[config.mk]
export PLATFORM = sky130hd
export DESIGN_NAME = rsa_top
export DESIGN_NICKNAME = d
export VERILOG_FILES = /design/src/pkg/rsa_pkg.sv /design/src/rsa_audio_timer.sv /design/src/rsa_top.sv
export SDC_FILE = /design/constraint.sdc
export NUM_CORES = 1
export LEC_CHECK = 0
export BUFFER_PORTS_ARGS = -buffer_cell sky130_fd_sc_hd__buf_2
export CAP_MARGIN = 30
export CORE_MARGIN = 5
export CORE_UTILIZATION = 38
export DETAILED_ROUTE_END_ITERATION = 10
export GPL_ROUTABILITY_DRIVEN = 0
export HOLD_SLACK_MARGIN = 0.03
export SLEW_MARGIN = 20
export SYNTH_ARGS = -nofsm -noshare
export SYNTH_HDL_FRONTEND = slang
export SYNTH_SLANG_ARGS = --single-unit
[constraint.sdc]
create_clock -name mclk_i -period 10.35 [get_ports mclk_i]
set_input_delay 1.035 -clock mclk_i [delete_from_list [all_inputs] [get_ports mclk_i]]
set_output_delay 1.035 -clock mclk_i [all_outputs]
set_load 0.02 [all_outputs]
[src/pkg/rsa_pkg.sv]
/*
  Shared constants and types of the remote status and alarm output block.
  Assumes a single 40 MHz controller clock.
*/
package rsa_pkg;
  // ****************************************
  // Timing
  // ****************************************
  localparam int CLK_PERIOD_NS = 25;
  localparam int TICK_PERIOD_NS = 1000000;
  localparam int TICK_CYC = TICK_PERIOD_NS / CLK_PERIOD_NS;

  // ****************************************
  // Register map
  // ****************************************
  localparam int ADDR_W = 8;
  localparam int DATA_W = 32;
  localparam logic [7:0] REG_THRESH = 8'h00;
  localparam logic [7:0] REG_DELAY = 8'h04;
  localparam logic [7:0] REG_STATUS = 8'h08;
  localparam logic [15:0] THRESH_RST = 16'h0100;
  localparam logic [15:0] DELAY_RST = 16'h03E8;
  localparam int SENSE_LSB = 16;

  // ****************************************
  // Output positions
  // ****************************************
  localparam int NUM_OUT = 12;
  localparam int OUT_RF_ON = 0;
  localparam int OUT_INTLK = 1;
  localparam int OUT_AIR = 2;
  localparam int OUT_SRC = 3;
  localparam int OUT_AUTO_RF = 4;
  localparam int OUT_AUTO_AUD = 5;
  localparam int OUT_MAIN_AUD = 6;
  localparam int OUT_BACK_AUD = 7;
  localparam int OUT_MAINT = 8;
  localparam int OUT_REMOTE = 9;
  localparam int OUT_SUMMARY = 10;
  localparam int OUT_SW_FAULT = 11;

  // ****************************************
  // Types
  // ****************************************
  typedef struct packed {
    logic rf_on;
    logic rf_off;
    logic to_first;
    logic to_second;
    logic auto_rf;
    logic maint;
    logic auto_audio;
    logic main_audio;
    logic backup_audio;
    logic remote_en;
    logic local_only;
  } rsa_cmd_t;
  localparam int CMD_W = 11;

  typedef struct packed {
    logic rf_on;
    logic second_on_air;
    logic backup_src;
    logic auto_rf;
    logic auto_audio;
    logic maint;
    logic remote_en;
  } rsa_mode_t;
  localparam logic [6:0] MODE_RST = 7'h00;

  localparam int SYNC_W = CMD_W + 2 + NUM_OUT;

  typedef enum logic [1:0] {
    RSA_AUD_IDLE = 2'h0,
    RSA_AUD_COUNT = 2'h1,
    RSA_AUD_ALARM = 2'h3
  } rsa_aud_state_t;
endpackage

[src/rsa_audio_timer.sv]
/*
  Audio loss qualifier: raises its alarm once the level has stayed below
  the threshold for longer than the delay, counted in tick pulses.
  Assumes level, threshold and tick come from the same clock domain.
*/
`timescale 1ns/10ps
module rsa_audio_timer #(
  parameter int LEVEL_W = 16,
  parameter int DELAY_W = 16
) (
  input wire logic mclk_i,
  input wire logic rst_i,
  input wire logic tick_i,
  input wire logic [LEVEL_W-1:0] level_i,
  input wire logic [LEVEL_W-1:0] threshold_i,
  input wire logic [DELAY_W-1:0] delay_i,
  output logic alarm_o
);
  rsa_pkg::rsa_aud_state_t state;
  logic [DELAY_W-1:0] cnt;
  logic low;

  assign low = level_i < threshold_i;

  always_ff @(posedge mclk_i or posedge rst_i) begin
    if (rst_i) begin
      state <= rsa_pkg::RSA_AUD_IDLE;
      cnt <= '0;
    end else begin
      case (state)
        rsa_pkg::RSA_AUD_IDLE: begin
          cnt <= '0;
          if (low) begin
            state <= rsa_pkg::RSA_AUD_COUNT;
          end
        end
        rsa_pkg::RSA_AUD_COUNT: begin
          if (!low) begin
            state <= rsa_pkg::RSA_AUD_IDLE;
          end else if (tick_i) begin
            // Strictly longer than the delay
            if (cnt >= delay_i) begin
              state <= rsa_pkg::RSA_AUD_ALARM;
            end else begin
              cnt <= cnt + 1'b1;
            end
          end
        end
        rsa_pkg::RSA_AUD_ALARM: begin
          if (!low) begin
            state <= rsa_pkg::RSA_AUD_IDLE;
          end
        end
        default: begin
          state <= rsa_pkg::RSA_AUD_IDLE;
        end
      endcase
    end
  end

  assign alarm_o = state == rsa_pkg::RSA_AUD_ALARM;

  aud_delay_a: assert property (
    @(posedge mclk_i) disable iff (rst_i)
    $rose(alarm_o) |-> $past(low) && $past(tick_i) && ($past(cnt) >= $past(delay_i)))
    else $error("audio alarm rose before the delay ran out");

  aud_release_a: assert property (
    @(posedge mclk_i) disable iff (rst_i)
    alarm_o && !low |=> !alarm_o)
    else $error("audio alarm held with acceptable level");
endmodule

[src/rsa_top.sv]
/*
  Remote alarm and status outputs of a main/standby transfer controller:
  mode state, command arbitration, audio loss timing, open-collector
  outputs and a small register port.
  Assumes remote pins and sensed inputs are asynchronous; local commands,
  audio levels and transmitter alarms are one-cycle or level signals on mclk_i.
*/
// The address-and-strobe port and the register offsets are this design's own decisions.
`timescale 1ns/10ps
module rsa_top #(
  parameter int LEVEL_W = 16,
  parameter int TICK_CYCLES = rsa_pkg::TICK_CYC
) (
  input wire logic mclk_i,
  input wire logic rst_i,
  input wire logic [rsa_pkg::ADDR_W-1:0] reg_addr_i,
  input wire logic [rsa_pkg::DATA_W-1:0] reg_wdata_i,
  input wire logic reg_wr_i,
  input wire logic reg_rd_i,
  output logic [rsa_pkg::DATA_W-1:0] reg_rdata_o,
  input wire rsa_pkg::rsa_cmd_t local_cmd_i,
  input wire logic [rsa_pkg::CMD_W-1:0] remote_cmd_n_i,
  input wire logic interlock_open_i,
  input wire logic switch_second_i,
  input wire logic [LEVEL_W-1:0] main_level_i,
  input wire logic [LEVEL_W-1:0] backup_level_i,
  input wire logic [1:0] tx_alarm_i,
  input wire logic [rsa_pkg::NUM_OUT-1:0] alarm_pin_i,
  output logic [rsa_pkg::NUM_OUT-1:0] alarm_pin_o,
  output logic [rsa_pkg::NUM_OUT-1:0] alarm_pin_oe_o
);
  // ****************************************
  // Functions
  // ****************************************
  function automatic logic at_most_one(input logic [3:0] v);
    at_most_one = (v & (v - 4'h1)) == 4'h0;
  endfunction

  function automatic logic [3:0] pick(input logic [3:0] loc, input logic [3:0] rem,
                                      input logic use_rem);
    pick = (use_rem && (rem != 4'h0)) ? rem : loc;
  endfunction

  // ****************************************
  // Input synchronisers
  // ****************************************
  logic [rsa_pkg::SYNC_W-1:0] sync1;
  logic [rsa_pkg::SYNC_W-1:0] sync2;
  logic [rsa_pkg::SYNC_W-1:0] sync3;
  logic [rsa_pkg::SYNC_W-1:0] clean;
  logic [rsa_pkg::SYNC_W-1:0] raw_in;

  assign raw_in = {~remote_cmd_n_i, interlock_open_i, switch_second_i, alarm_pin_i};

  always_ff @(posedge mclk_i or posedge rst_i) begin
    if (rst_i) begin
      sync1 <= '0;
      sync2 <= '0;
      sync3 <= '0;
    end else begin
      sync1 <= raw_in;
      sync2 <= sync1;
      sync3 <= sync2;
    end
  end

  // A bit changes only once the last two stages agree
  always_ff @(posedge mclk_i or posedge rst_i) begin
    if (rst_i) begin
      clean <= '0;
    end else begin
      for (int i = 0; i < rsa_pkg::SYNC_W; i++) begin
        if (sync2[i] == sync3[i]) begin
          clean[i] <= sync3[i];
        end
      end
    end
  end

  rsa_pkg::rsa_cmd_t rem_level;
  rsa_pkg::rsa_cmd_t rem_prev;
  rsa_pkg::rsa_cmd_t rem_cmd;
  logic intlk_open;
  logic sw_second;
  logic [rsa_pkg::NUM_OUT-1:0] pin_sense;

  assign rem_level = rsa_pkg::rsa_cmd_t'(clean[rsa_pkg::SYNC_W-1 -: rsa_pkg::CMD_W]);
  assign intlk_open = clean[rsa_pkg::NUM_OUT+1];
  assign sw_second = clean[rsa_pkg::NUM_OUT];
  assign pin_sense = clean[rsa_pkg::NUM_OUT-1:0];

  always_ff @(posedge mclk_i or posedge rst_i) begin
    if (rst_i) begin
      rem_prev <= rsa_pkg::rsa_cmd_t'(11'h000);
    end else begin
      rem_prev <= rem_level;
    end
  end

  // Remote inputs act on assertion; remote cannot change its own enable
  always_comb begin
    rem_cmd = rem_level & ~rem_prev;
    rem_cmd.remote_en = 1'b0;
    rem_cmd.local_only = 1'b0;
  end

  // ****************************************
  // Command arbitration
  // ****************************************
  rsa_pkg::rsa_mode_t mode;
  logic use_rem;
  logic [3:0] rf_grp;
  logic [3:0] aud_grp;
  logic [1:0] pwr_grp;
  logic rf_ok;
  logic aud_ok;

  // Remote wins per group when enabled and active
  // Remote ignored in local-only mode
  assign use_rem = mode.remote_en;
  assign rf_grp = pick({local_cmd_i.to_first, local_cmd_i.to_second,
                        local_cmd_i.auto_rf, local_cmd_i.maint},
                       {rem_cmd.to_first, rem_cmd.to_second,
                        rem_cmd.auto_rf, rem_cmd.maint}, use_rem);
  assign aud_grp = pick({1'b0, local_cmd_i.auto_audio, local_cmd_i.main_audio,
                         local_cmd_i.backup_audio},
                        {1'b0, rem_cmd.auto_audio, rem_cmd.main_audio,
                         rem_cmd.backup_audio}, use_rem);
  assign pwr_grp = (use_rem && (rem_cmd.rf_on || rem_cmd.rf_off)) ?
                   {rem_cmd.rf_on, rem_cmd.rf_off} :
                   {local_cmd_i.rf_on, local_cmd_i.rf_off};
  // Several commands of the RF or audio group together do nothing
  assign rf_ok = at_most_one(rf_grp);
  assign aud_ok = at_most_one(aud_grp);

  // ****************************************
  // Audio loss timing
  // ****************************************
  logic [15:0] thresh;
  logic [15:0] delay;
  logic [15:0] tick_cnt;
  logic tick;
  logic main_alarm;
  logic backup_alarm;

  always_ff @(posedge mclk_i or posedge rst_i) begin
    if (rst_i) begin
      tick_cnt <= 16'h0000;
      tick <= 1'b0;
    end else begin
      tick <= tick_cnt == 16'(TICK_CYCLES - 1);
      if (tick_cnt == 16'(TICK_CYCLES - 1)) begin
        tick_cnt <= 16'h0000;
      end else begin
        tick_cnt <= tick_cnt + 16'h0001;
      end
    end
  end

  rsa_audio_timer #(
    .LEVEL_W(LEVEL_W),
    .DELAY_W(16)
  ) main_timer (
    .mclk_i(mclk_i),
    .rst_i(rst_i),
    .tick_i(tick),
    .level_i(main_level_i),
    .threshold_i(LEVEL_W'(thresh)),
    .delay_i(delay),
    .alarm_o(main_alarm)
  );

  rsa_audio_timer #(
    .LEVEL_W(LEVEL_W),
    .DELAY_W(16)
  ) backup_timer (
    .mclk_i(mclk_i),
    .rst_i(rst_i),
    .tick_i(tick),
    .level_i(backup_level_i),
    .threshold_i(LEVEL_W'(thresh)),
    .delay_i(delay),
    .alarm_o(backup_alarm)
  );

  // ****************************************
  // System mode
  // ****************************************
  always_ff @(posedge mclk_i or posedge rst_i) begin
    if (rst_i) begin
      mode <= rsa_pkg::rsa_mode_t'(rsa_pkg::MODE_RST);
    end else begin
      // RF off has priority over RF on
      if (pwr_grp[0]) begin
        mode.rf_on <= 1'b0;
      end else if (pwr_grp[1]) begin
        mode.rf_on <= 1'b1;
      end
      if (rf_ok && (rf_grp[3] || rf_grp[2])) begin
        mode.second_on_air <= rf_grp[2];
        mode.auto_rf <= 1'b0;
        mode.maint <= 1'b0;
      end else if (rf_ok && rf_grp[1]) begin
        mode.auto_rf <= 1'b1;
        mode.maint <= 1'b0;
      end else if (rf_ok && rf_grp[0]) begin
        mode.maint <= 1'b1;
        mode.auto_rf <= 1'b0;
      end else if (pwr_grp[0]) begin
        mode.maint <= 1'b0;
      end
      if (aud_ok && (aud_grp[1] || aud_grp[0])) begin
        mode.backup_src <= aud_grp[0];
        mode.auto_audio <= 1'b0;
      end else if (aud_ok && aud_grp[2]) begin
        mode.auto_audio <= 1'b1;
      end else if (mode.auto_audio) begin
        // Automatic audio falls back to backup only when backup is good
        if (!main_alarm) begin
          mode.backup_src <= 1'b0;
        end else if (!backup_alarm) begin
          mode.backup_src <= 1'b1;
        end
      end
      // Remote enable is changed from the local side only
      if (local_cmd_i.local_only) begin
        mode.remote_en <= 1'b0;
      end else if (local_cmd_i.remote_en) begin
        mode.remote_en <= 1'b1;
      end
    end
  end

  // ****************************************
  // Alarm and status outputs
  // ****************************************
  logic [rsa_pkg::NUM_OUT-1:0] next_assert;
  logic sw_fault;
  logic any_alarm;

  assign sw_fault = sw_second != mode.second_on_air;
  assign any_alarm = intlk_open || main_alarm || backup_alarm || sw_fault ||
                     (tx_alarm_i != 2'h0);

  always_comb begin
    next_assert = '0;
    next_assert[rsa_pkg::OUT_RF_ON] = mode.rf_on;
    next_assert[rsa_pkg::OUT_INTLK] = intlk_open;
    next_assert[rsa_pkg::OUT_AIR] = mode.second_on_air;
    next_assert[rsa_pkg::OUT_SRC] = mode.backup_src;
    next_assert[rsa_pkg::OUT_AUTO_RF] = mode.auto_rf;
    next_assert[rsa_pkg::OUT_AUTO_AUD] = mode.auto_audio;
    next_assert[rsa_pkg::OUT_MAIN_AUD] = main_alarm;
    next_assert[rsa_pkg::OUT_BACK_AUD] = backup_alarm;
    next_assert[rsa_pkg::OUT_MAINT] = mode.maint;
    next_assert[rsa_pkg::OUT_REMOTE] = mode.remote_en;
    next_assert[rsa_pkg::OUT_SUMMARY] = any_alarm;
    next_assert[rsa_pkg::OUT_SW_FAULT] = sw_fault;
  end

  // Asserted means sink to ground, released means open collector
  always_ff @(posedge mclk_i or posedge rst_i) begin
    if (rst_i) begin
      alarm_pin_oe_o <= '0;
      alarm_pin_o <= '0;
    end else begin
      alarm_pin_oe_o <= next_assert;
      alarm_pin_o <= '0;
    end
  end

  // ****************************************
  // Register port
  // ****************************************
  always_ff @(posedge mclk_i or posedge rst_i) begin
    if (rst_i) begin
      thresh <= rsa_pkg::THRESH_RST;
      delay <= rsa_pkg::DELAY_RST;
    end else if (reg_wr_i) begin
      if (reg_addr_i == rsa_pkg::REG_THRESH) begin
        thresh <= reg_wdata_i[15:0];
      end else if (reg_addr_i == rsa_pkg::REG_DELAY) begin
        delay <= reg_wdata_i[15:0];
      end
    end
  end

  always_ff @(posedge mclk_i or posedge rst_i) begin
    if (rst_i) begin
      reg_rdata_o <= '0;
    end else if (reg_rd_i) begin
      if (reg_addr_i == rsa_pkg::REG_THRESH) begin
        reg_rdata_o <= {16'h0000, thresh};
      end else if (reg_addr_i == rsa_pkg::REG_DELAY) begin
        reg_rdata_o <= {16'h0000, delay};
      end else if (reg_addr_i == rsa_pkg::REG_STATUS) begin
        reg_rdata_o <= {4'h0, pin_sense, 4'h0, alarm_pin_oe_o};
      end else begin
        reg_rdata_o <= '0;
      end
    end else begin
      reg_rdata_o <= '0;
    end
  end

  // ****************************************
  // Checks
  // ****************************************
  open_drain_a: assert property (
    @(posedge mclk_i) disable iff (rst_i)
    (alarm_pin_oe_o != 12'h000) |-> (alarm_pin_o == 12'h000))
    else $error("asserted output not sinking low");

  rf_status_a: assert property (
    @(posedge mclk_i) disable iff (rst_i)
    pwr_grp[0] |=> ##1 !alarm_pin_oe_o[rsa_pkg::OUT_RF_ON])
    else $error("rf-on status not released after rf off");

  intlk_alarm_a: assert property (
    @(posedge mclk_i) disable iff (rst_i)
    intlk_open |=> alarm_pin_oe_o[rsa_pkg::OUT_INTLK] &&
                   alarm_pin_oe_o[rsa_pkg::OUT_SUMMARY])
    else $error("interlock open not reported");

  air_status_a: assert property (
    @(posedge mclk_i) disable iff (rst_i)
    rf_ok && rf_grp[2] |=> ##1 alarm_pin_oe_o[rsa_pkg::OUT_AIR])
    else $error("second transmitter on air not reported");

  audio_src_a: assert property (
    @(posedge mclk_i) disable iff (rst_i)
    aud_ok && aud_grp[1] |=> ##1 !alarm_pin_oe_o[rsa_pkg::OUT_SRC] &&
                             !alarm_pin_oe_o[rsa_pkg::OUT_AUTO_AUD])
    else $error("main source select not reported");

  maint_clear_a: assert property (
    @(posedge mclk_i) disable iff (rst_i)
    rf_ok && rf_grp[3] |=> ##1 !alarm_pin_oe_o[rsa_pkg::OUT_MAINT] &&
                           !alarm_pin_oe_o[rsa_pkg::OUT_AUTO_RF])
    else $error("maintenance or auto rf held after manual select");

  remote_ignore_a: assert property (
    @(posedge mclk_i) disable iff (rst_i)
    !mode.remote_en && (local_cmd_i == 11'h000) |=>
      $stable({mode.rf_on, mode.second_on_air, mode.auto_rf, mode.auto_audio, mode.maint,
               mode.remote_en}) && ($past(mode.auto_audio) || $stable(mode.backup_src)))
    else $error("remote command acted in local-only mode");

  remote_prio_a: assert property (
    @(posedge mclk_i) disable iff (rst_i)
    mode.remote_en && rem_cmd.to_second && !rem_cmd.to_first && !rem_cmd.auto_rf &&
    !rem_cmd.maint && local_cmd_i.to_first |=> mode.second_on_air)
    else $error("local command beat remote command");

  summary_a: assert property (
    @(posedge mclk_i) disable iff (rst_i)
    (tx_alarm_i != 2'h0) |=> alarm_pin_oe_o[rsa_pkg::OUT_SUMMARY])
    else $error("transmitter alarm missing from summary");

  sw_fault_a: assert property (
    @(posedge mclk_i) disable iff (rst_i)
    ##1 alarm_pin_oe_o[rsa_pkg::OUT_SW_FAULT] ==
        ($past(sw_second) != $past(mode.second_on_air)))
    else $error("switch fault does not match routing one clock later");
endmodule
Word-level counts from Yosys, hierarchy flattened
Cells that the tools add are included.

cells by class
  $add $sub $neg = 5
  multipliers = 0
  divide/modulo/power cells = 0
  magnitude comparators = 4
  eq/ne operators = 49
  shift operators = 0
  mux-type cells = 46
  bitwise gates (word level) = 6
  reduce and logical (&&, ||, !) cells = 38

operators with widths
  cell                                                                      number
  16-bit two-way mux                                                        7
  28-bit two-way mux                                                        3
  16-bit case mux with 2 select lines                                       2
  16-bit by 1-bit adder with 16-bit output (second input constant)          3
  16-bit >= comparator                                                      2
  16-bit less-than comparator                                               2
  32-bit two-way mux                                                        1
  1-bit equality test                                                       25
  2-bit two-way mux                                                         11
  11-bit NOT                                                                2
  1-bit two-way mux                                                         18
  16-bit equality test (second input constant)                              1
  4-bit AND reduction                                                       4
  2-bit inequality test (second input constant)                             7
  2-bit nonzero test                                                        7
  3-bit inequality test (second input constant)                             4
  2-bit case mux with 3 select lines                                        2
  11-bit AND                                                                1
  8-bit by 3-bit equality test with 1-bit output (second input constant)    1
  8-bit by 4-bit equality test with 1-bit output (second input constant)    1
  1-bit logical AND                                                         8
  4-bit logical NOT                                                         2
  8-bit logical NOT                                                         1
  2-bit by 1-bit inequality test with 1-bit output (second input constant)  4
  17 further kinds                                                          29

word-level totals
  register bits = 247
  latch bits = 0
  bits in writable memories = 0
  bits in read-only memories = 0
  bits of input ports = 114
  output and inout port bits = 56
  logic and storage cells = 204
  memories kept = 0

Depth between registers and ports, before layout
  word-level depth = 12
  gate-level depth with buffers = 11
  depth with buffers taken out = 8

Cells and area by module
Synthesis repeated with hierarchy kept, for this count alone.

unflattened totals
  cell total of the unflattened synthesis = 988
  area, all modules = 11,093.1 um2

by module, submodules not included
  module           times used  cells an instance  area each (um2)  sequential area each (um2)
  rsa_top          1           494                7,091.8          4,938.5
  rsa_audio_timer  2           247                2,000.7          450.4

Worst setup path after synthesis
OpenSTA, ideal clock, no wires.

  path type = input to register
  from = in backup_level_i[6]
  to = reg backup_timer.cnt[5]
  setup time = 0.078 ns
  data arrival time = 3.057 ns
  data required time = 10.272 ns
  setup slack = 7.215 ns
  cell stages on the path = 8
  path buffers = 1
  cell sequence = ha_1 and3_1 o311a_1 o21ai_0 nand3_1 clkbuf_1 or4_1 a21oi_1

between the ends
  word-level cells in the longest chain between the ends = 3

ends and longest elaborated chain
  element                                                     RTL line               source
  start: declaration                                          rsa_top.sv:26          input wire logic [LEVEL_W-1:0] backup_level_i,
  16-bit less-than comparator                                 rsa_audio_timer.sv:23  assign low = level_i < threshold_i;
  2-bit by 1-bit inequality test with 1-bit output (no line)  n/a
  4-bit AND reduction (no line)                               n/a
  end signal: assignment                                      rsa_audio_timer.sv:45  cnt <= cnt + 1'b1;
  end: declaration                                            rsa_audio_timer.sv:20  logic [DELAY_W-1:0] cnt;

No other way between the ends.
A chain may end at the register's enable or synchronous reset.

Worst setup path after layout
  from = in backup_level_i[13]
  to = reg backup_timer.cnt[5]

The elaborated chain is that of the path after synthesis.

==> results.py <==
metrics = {
    "status": {
        "outcome": "complete, no violations",
    },
    "grt": {
        "busiest_layer": "met2",
        "met3_usage": 0.0296,
        "globalRouteOverflowTotal": 0,
        "met2_usage": 0.242,
        "grt_pass1_wl_mm": 37.3,
        "met1_usage": 0.207,
        "track_usage": 0.150,
        "antenna_found_initial": 2,
        "grt_max_degree": 97,
        "first_global_vias": 6960,
    },
    "die": {
        "dieArea_um2": 30700,
        "core-area_um2": 26900,
        "num_rows": 60,
        "initial_core_util": 0.386,
        "io-pin-count": 170,
        "die_y_um": 175,
        "die_w_um": 175,
    },
    "worst_setup_path": {
        "critPathMaxFanout": 14,
        "crit_cells": 8,
        "max_stage_delay_ps": 640,
        "critPathArrivalTime_ps": 3590,
        "crit_end": "backup_timer.cnt[5]",
        "path_buf_inv": 1,
        "r2r_slack_ps": 7300,
        "crit_type": "in2reg",
        "cp_cell_sequence": "buf_2 > ha_1 > a211oi_1 > nor2_1 > a311oi_1 > nand3_1 > or4_1 > a21oi_1",
        "rr_endpoint": "backup_timer.cnt[5]",
        "critPathTopFamily": "simple AND/OR/NAND/NOR gates",
        "critPathLaunchType": "input pin",
        "cp_data_required_time_ps": 10790,
        "startpoint": "backup_level_i[13]",
        "timing.rr.start": "thresh[8]",
        "cp-end-kind": "flop",
        "r2r_cells": 7,
        "slowest_stage": "or4_1",
    },
    "synthesis": {
        "synth.distinct_cells": 68,
        "ys_seq_area_frac": 0.563,
        "synth.avg_cell_area_um2": 11.8,
        "synth_flop_cell": "dfrtp_1",
        "ys.warnings.count": 0,
        "synth-async-reset-ratio": 1.00,
        "ys_seq_elements": 233,
        "syn-cell-area_um2": 10400,
        "synth_edf_count": 0,
        "synthCells": 882,
    },
    "power": {
        "p_leak_uw": 0.00585,
        "p_per_area_nw_per_um2": 177,
        "peakVddDrop_mv": 0.136,
    },
    "sta": {
        "period_needed_ps": 3150,
        "hold_viol_final": 0,
        "skew_ps": 23.7,
        "worst_slack_ps": 7200,
        "slew_viol_final": 0,
        "finalSetupViolCount": 0,
        "period_share": 0.305,
        "fmax_mhz": 317,
        "grt_setup_unrepaired": "false",
        "worst_slew_pin_slew_ps": 928,
        "whs_ps": 331,
        "slew_headroom": 0.376,
        "fin_tns_setup_ps": 0,
    },
    "cts": {
        "clock_sinks": 233,
        "cts_buffers": 25,
        "post-cts-setup-buffer-count": 0,
        "cts-resized-gates": 0,
        "clock_latency_ps": 530,
        "max-clock-path-buffers": 3,
        "path_clk_slew_ps": 60,
        "cts-htree-levels": 1,
        "cts_hold_buffers": 0,
        "cts_root_buf": "clkbuf_16",
        "cts_tree": "done",
    },
    "placement": {
        "portBuffers": 135,
        "pre_cts_ws_ps": 6670,
        "place_area_um2": 11400,
        "dp_hpwl_mm": 17.2,
    },
    "routing": {
        "drt_iter0_drc": 447,
        "viasPerCell": 5.14,
        "final_antenna_net_count": 0,
        "routed_wl_mm": 23.6,
        "drc": 0,
        "dr.pass1.iters": 4,
        "post_drt_wl_per_cell_um": 17.0,
        "num_vias": 7124,
    },
    "final_layout": {
        "finalNetCount": 1206,
        "n_antenna_cell": 0,
        "syn_to_final_growth_pct": 19.2,
        "fin_area_um2": 12400,
        "drive_gt1_frac": 0.228,
    },
    "job": {
        "cap_violations": 0,
    },
    "hold_path": {
        "worstHoldPathType": "reg2reg",
    },
}
-- Yosys cell counts (8+ instances only) --
master,n,area [um2]
xor2_1,9,78.8
buf_4,16,120
ha_1,65,813
dfrtp_1,226,5660
nand4_1,9,56.3
a31oi_1,9,56.3
and2_1,19,119
clkbuf_1,22,82.6
mux2_2,32,360
o21ai_0,20,100
and3_1,16,100
o21a_1,8,60.1
nor3_1,15,75.1
maj3_1,23,230
or4_1,21,158
mux2i_1,21,210
nand2_1,50,188
inv_1,49,184
nor2_1,54,203
o31ai_1,17,128
a21oi_1,53,265
nor2b_1,13,81.3
nand3_1,14,70.1
-- cell type report --
class                           count  area, um2
Sequential cell                   233       5840
Tap cell                          341        427
Timing Repair Buffer              146        787
Multi-Input combinational cell    572       4170
Clock buffer                       32        702
Clock inverter                     14        234
Inverter                           49        191
Fill cell                        2461      14500
-- through the flow --
step           power, uW  utilization  instances
3_5_place_dp        1200        0.423       1337
4_1_cts             2210        0.458       1383
5_1_grt             2270        0.460       1387
6_report            2180        0.460       1387
2_1_floorplan       1130            -        897
3_3_place_gp        1200        0.422       1334
-- power by group --
part / leakage [uW] / switching (uW) / internal [uW]
logic: 0.00246 / 121 / 74.0
registers: 0.00294 / 33.9 / 959
clock network: 0.000448 / 363 / 629
-- how the worst min path moves through the flow --
stage | from | to | slack (ps) | cells past startpoint
after floorplan | sync1[0] | sync2[0] | 330 | 0
after global placement | sync1[18] | sync2[18] | 330 | 0
after detailed placement | sync1[16] | sync2[16] | 330 | 0
after CTS | sync1[5] | sync2[5] | 340 | 0
after global routing | sync1[16] | sync2[16] | 350 | 0
final | sync1[5] | sync2[5] | 330 | 0
-- kinds of logic (layout without fill, tap and decap cells) --
group | after synthesis | count (layout) | share of synthesized area
other cells | 1 | 16 | 0.000362
flops | 233 | 233 | 0.563
fa+ha+maj | 88 | 88 | 0.101
simple gates | 247 | 247 | 0.128
compound gates | 154 | 154 | 0.101
xor+xnor | 14 | 14 | 0.0118
mux | 53 | 53 | 0.0551
buf+inv | 92 | 241 | 0.0395
-- sequential cells by signal, summed over array words and instances (netlist names), 12 cells and up --
register and count:
backup_timer.cnt 16, delay 16, sync3 23, reg_rdata_o 28
clean 23, tick_cnt 16, sync1 23, sync2 23
thresh 16, main_timer.cnt 16, alarm_pin_oe_o 12
-- cell usage in the layout, fill, tap and decap left out, types with 9 or more instances in the layout --
master and n:
nor2_1 54, maj3_1 23, o31ai_1 17, and3_1 16
conb_1 16, o21ai_0 20, dfrtp_1 226, nor3_1 15
mux2_2 32, mux2i_1 21, a31oi_1 9, a21oi_1 53
buf_2 135, or4_1 21, nor2b_1 13, inv_1 48
and2_1 19, xor2_1 9, nand2_1 50, nand4_1 9
ha_1 65, nand3_1 14, clkbuf_16 25
-- layer usage --
layer / part of all wire / wire (um)
met5: 0.00089 / 21
met1: 0.46 / 10900
met3: 0.056 / 1320
met2: 0.46 / 10800
met4: 0.023 / 549
-- worst reg2reg max path, stage by stage, from the launching register on --
cell      delay [ps]
dfstp_2          540
inv_1             70
ha_1             270
and4_1           240
a311oi_1         510
nand3_1          520
or4_1            650
a21oi_1          160
Power figures use the tool's default switching activity.
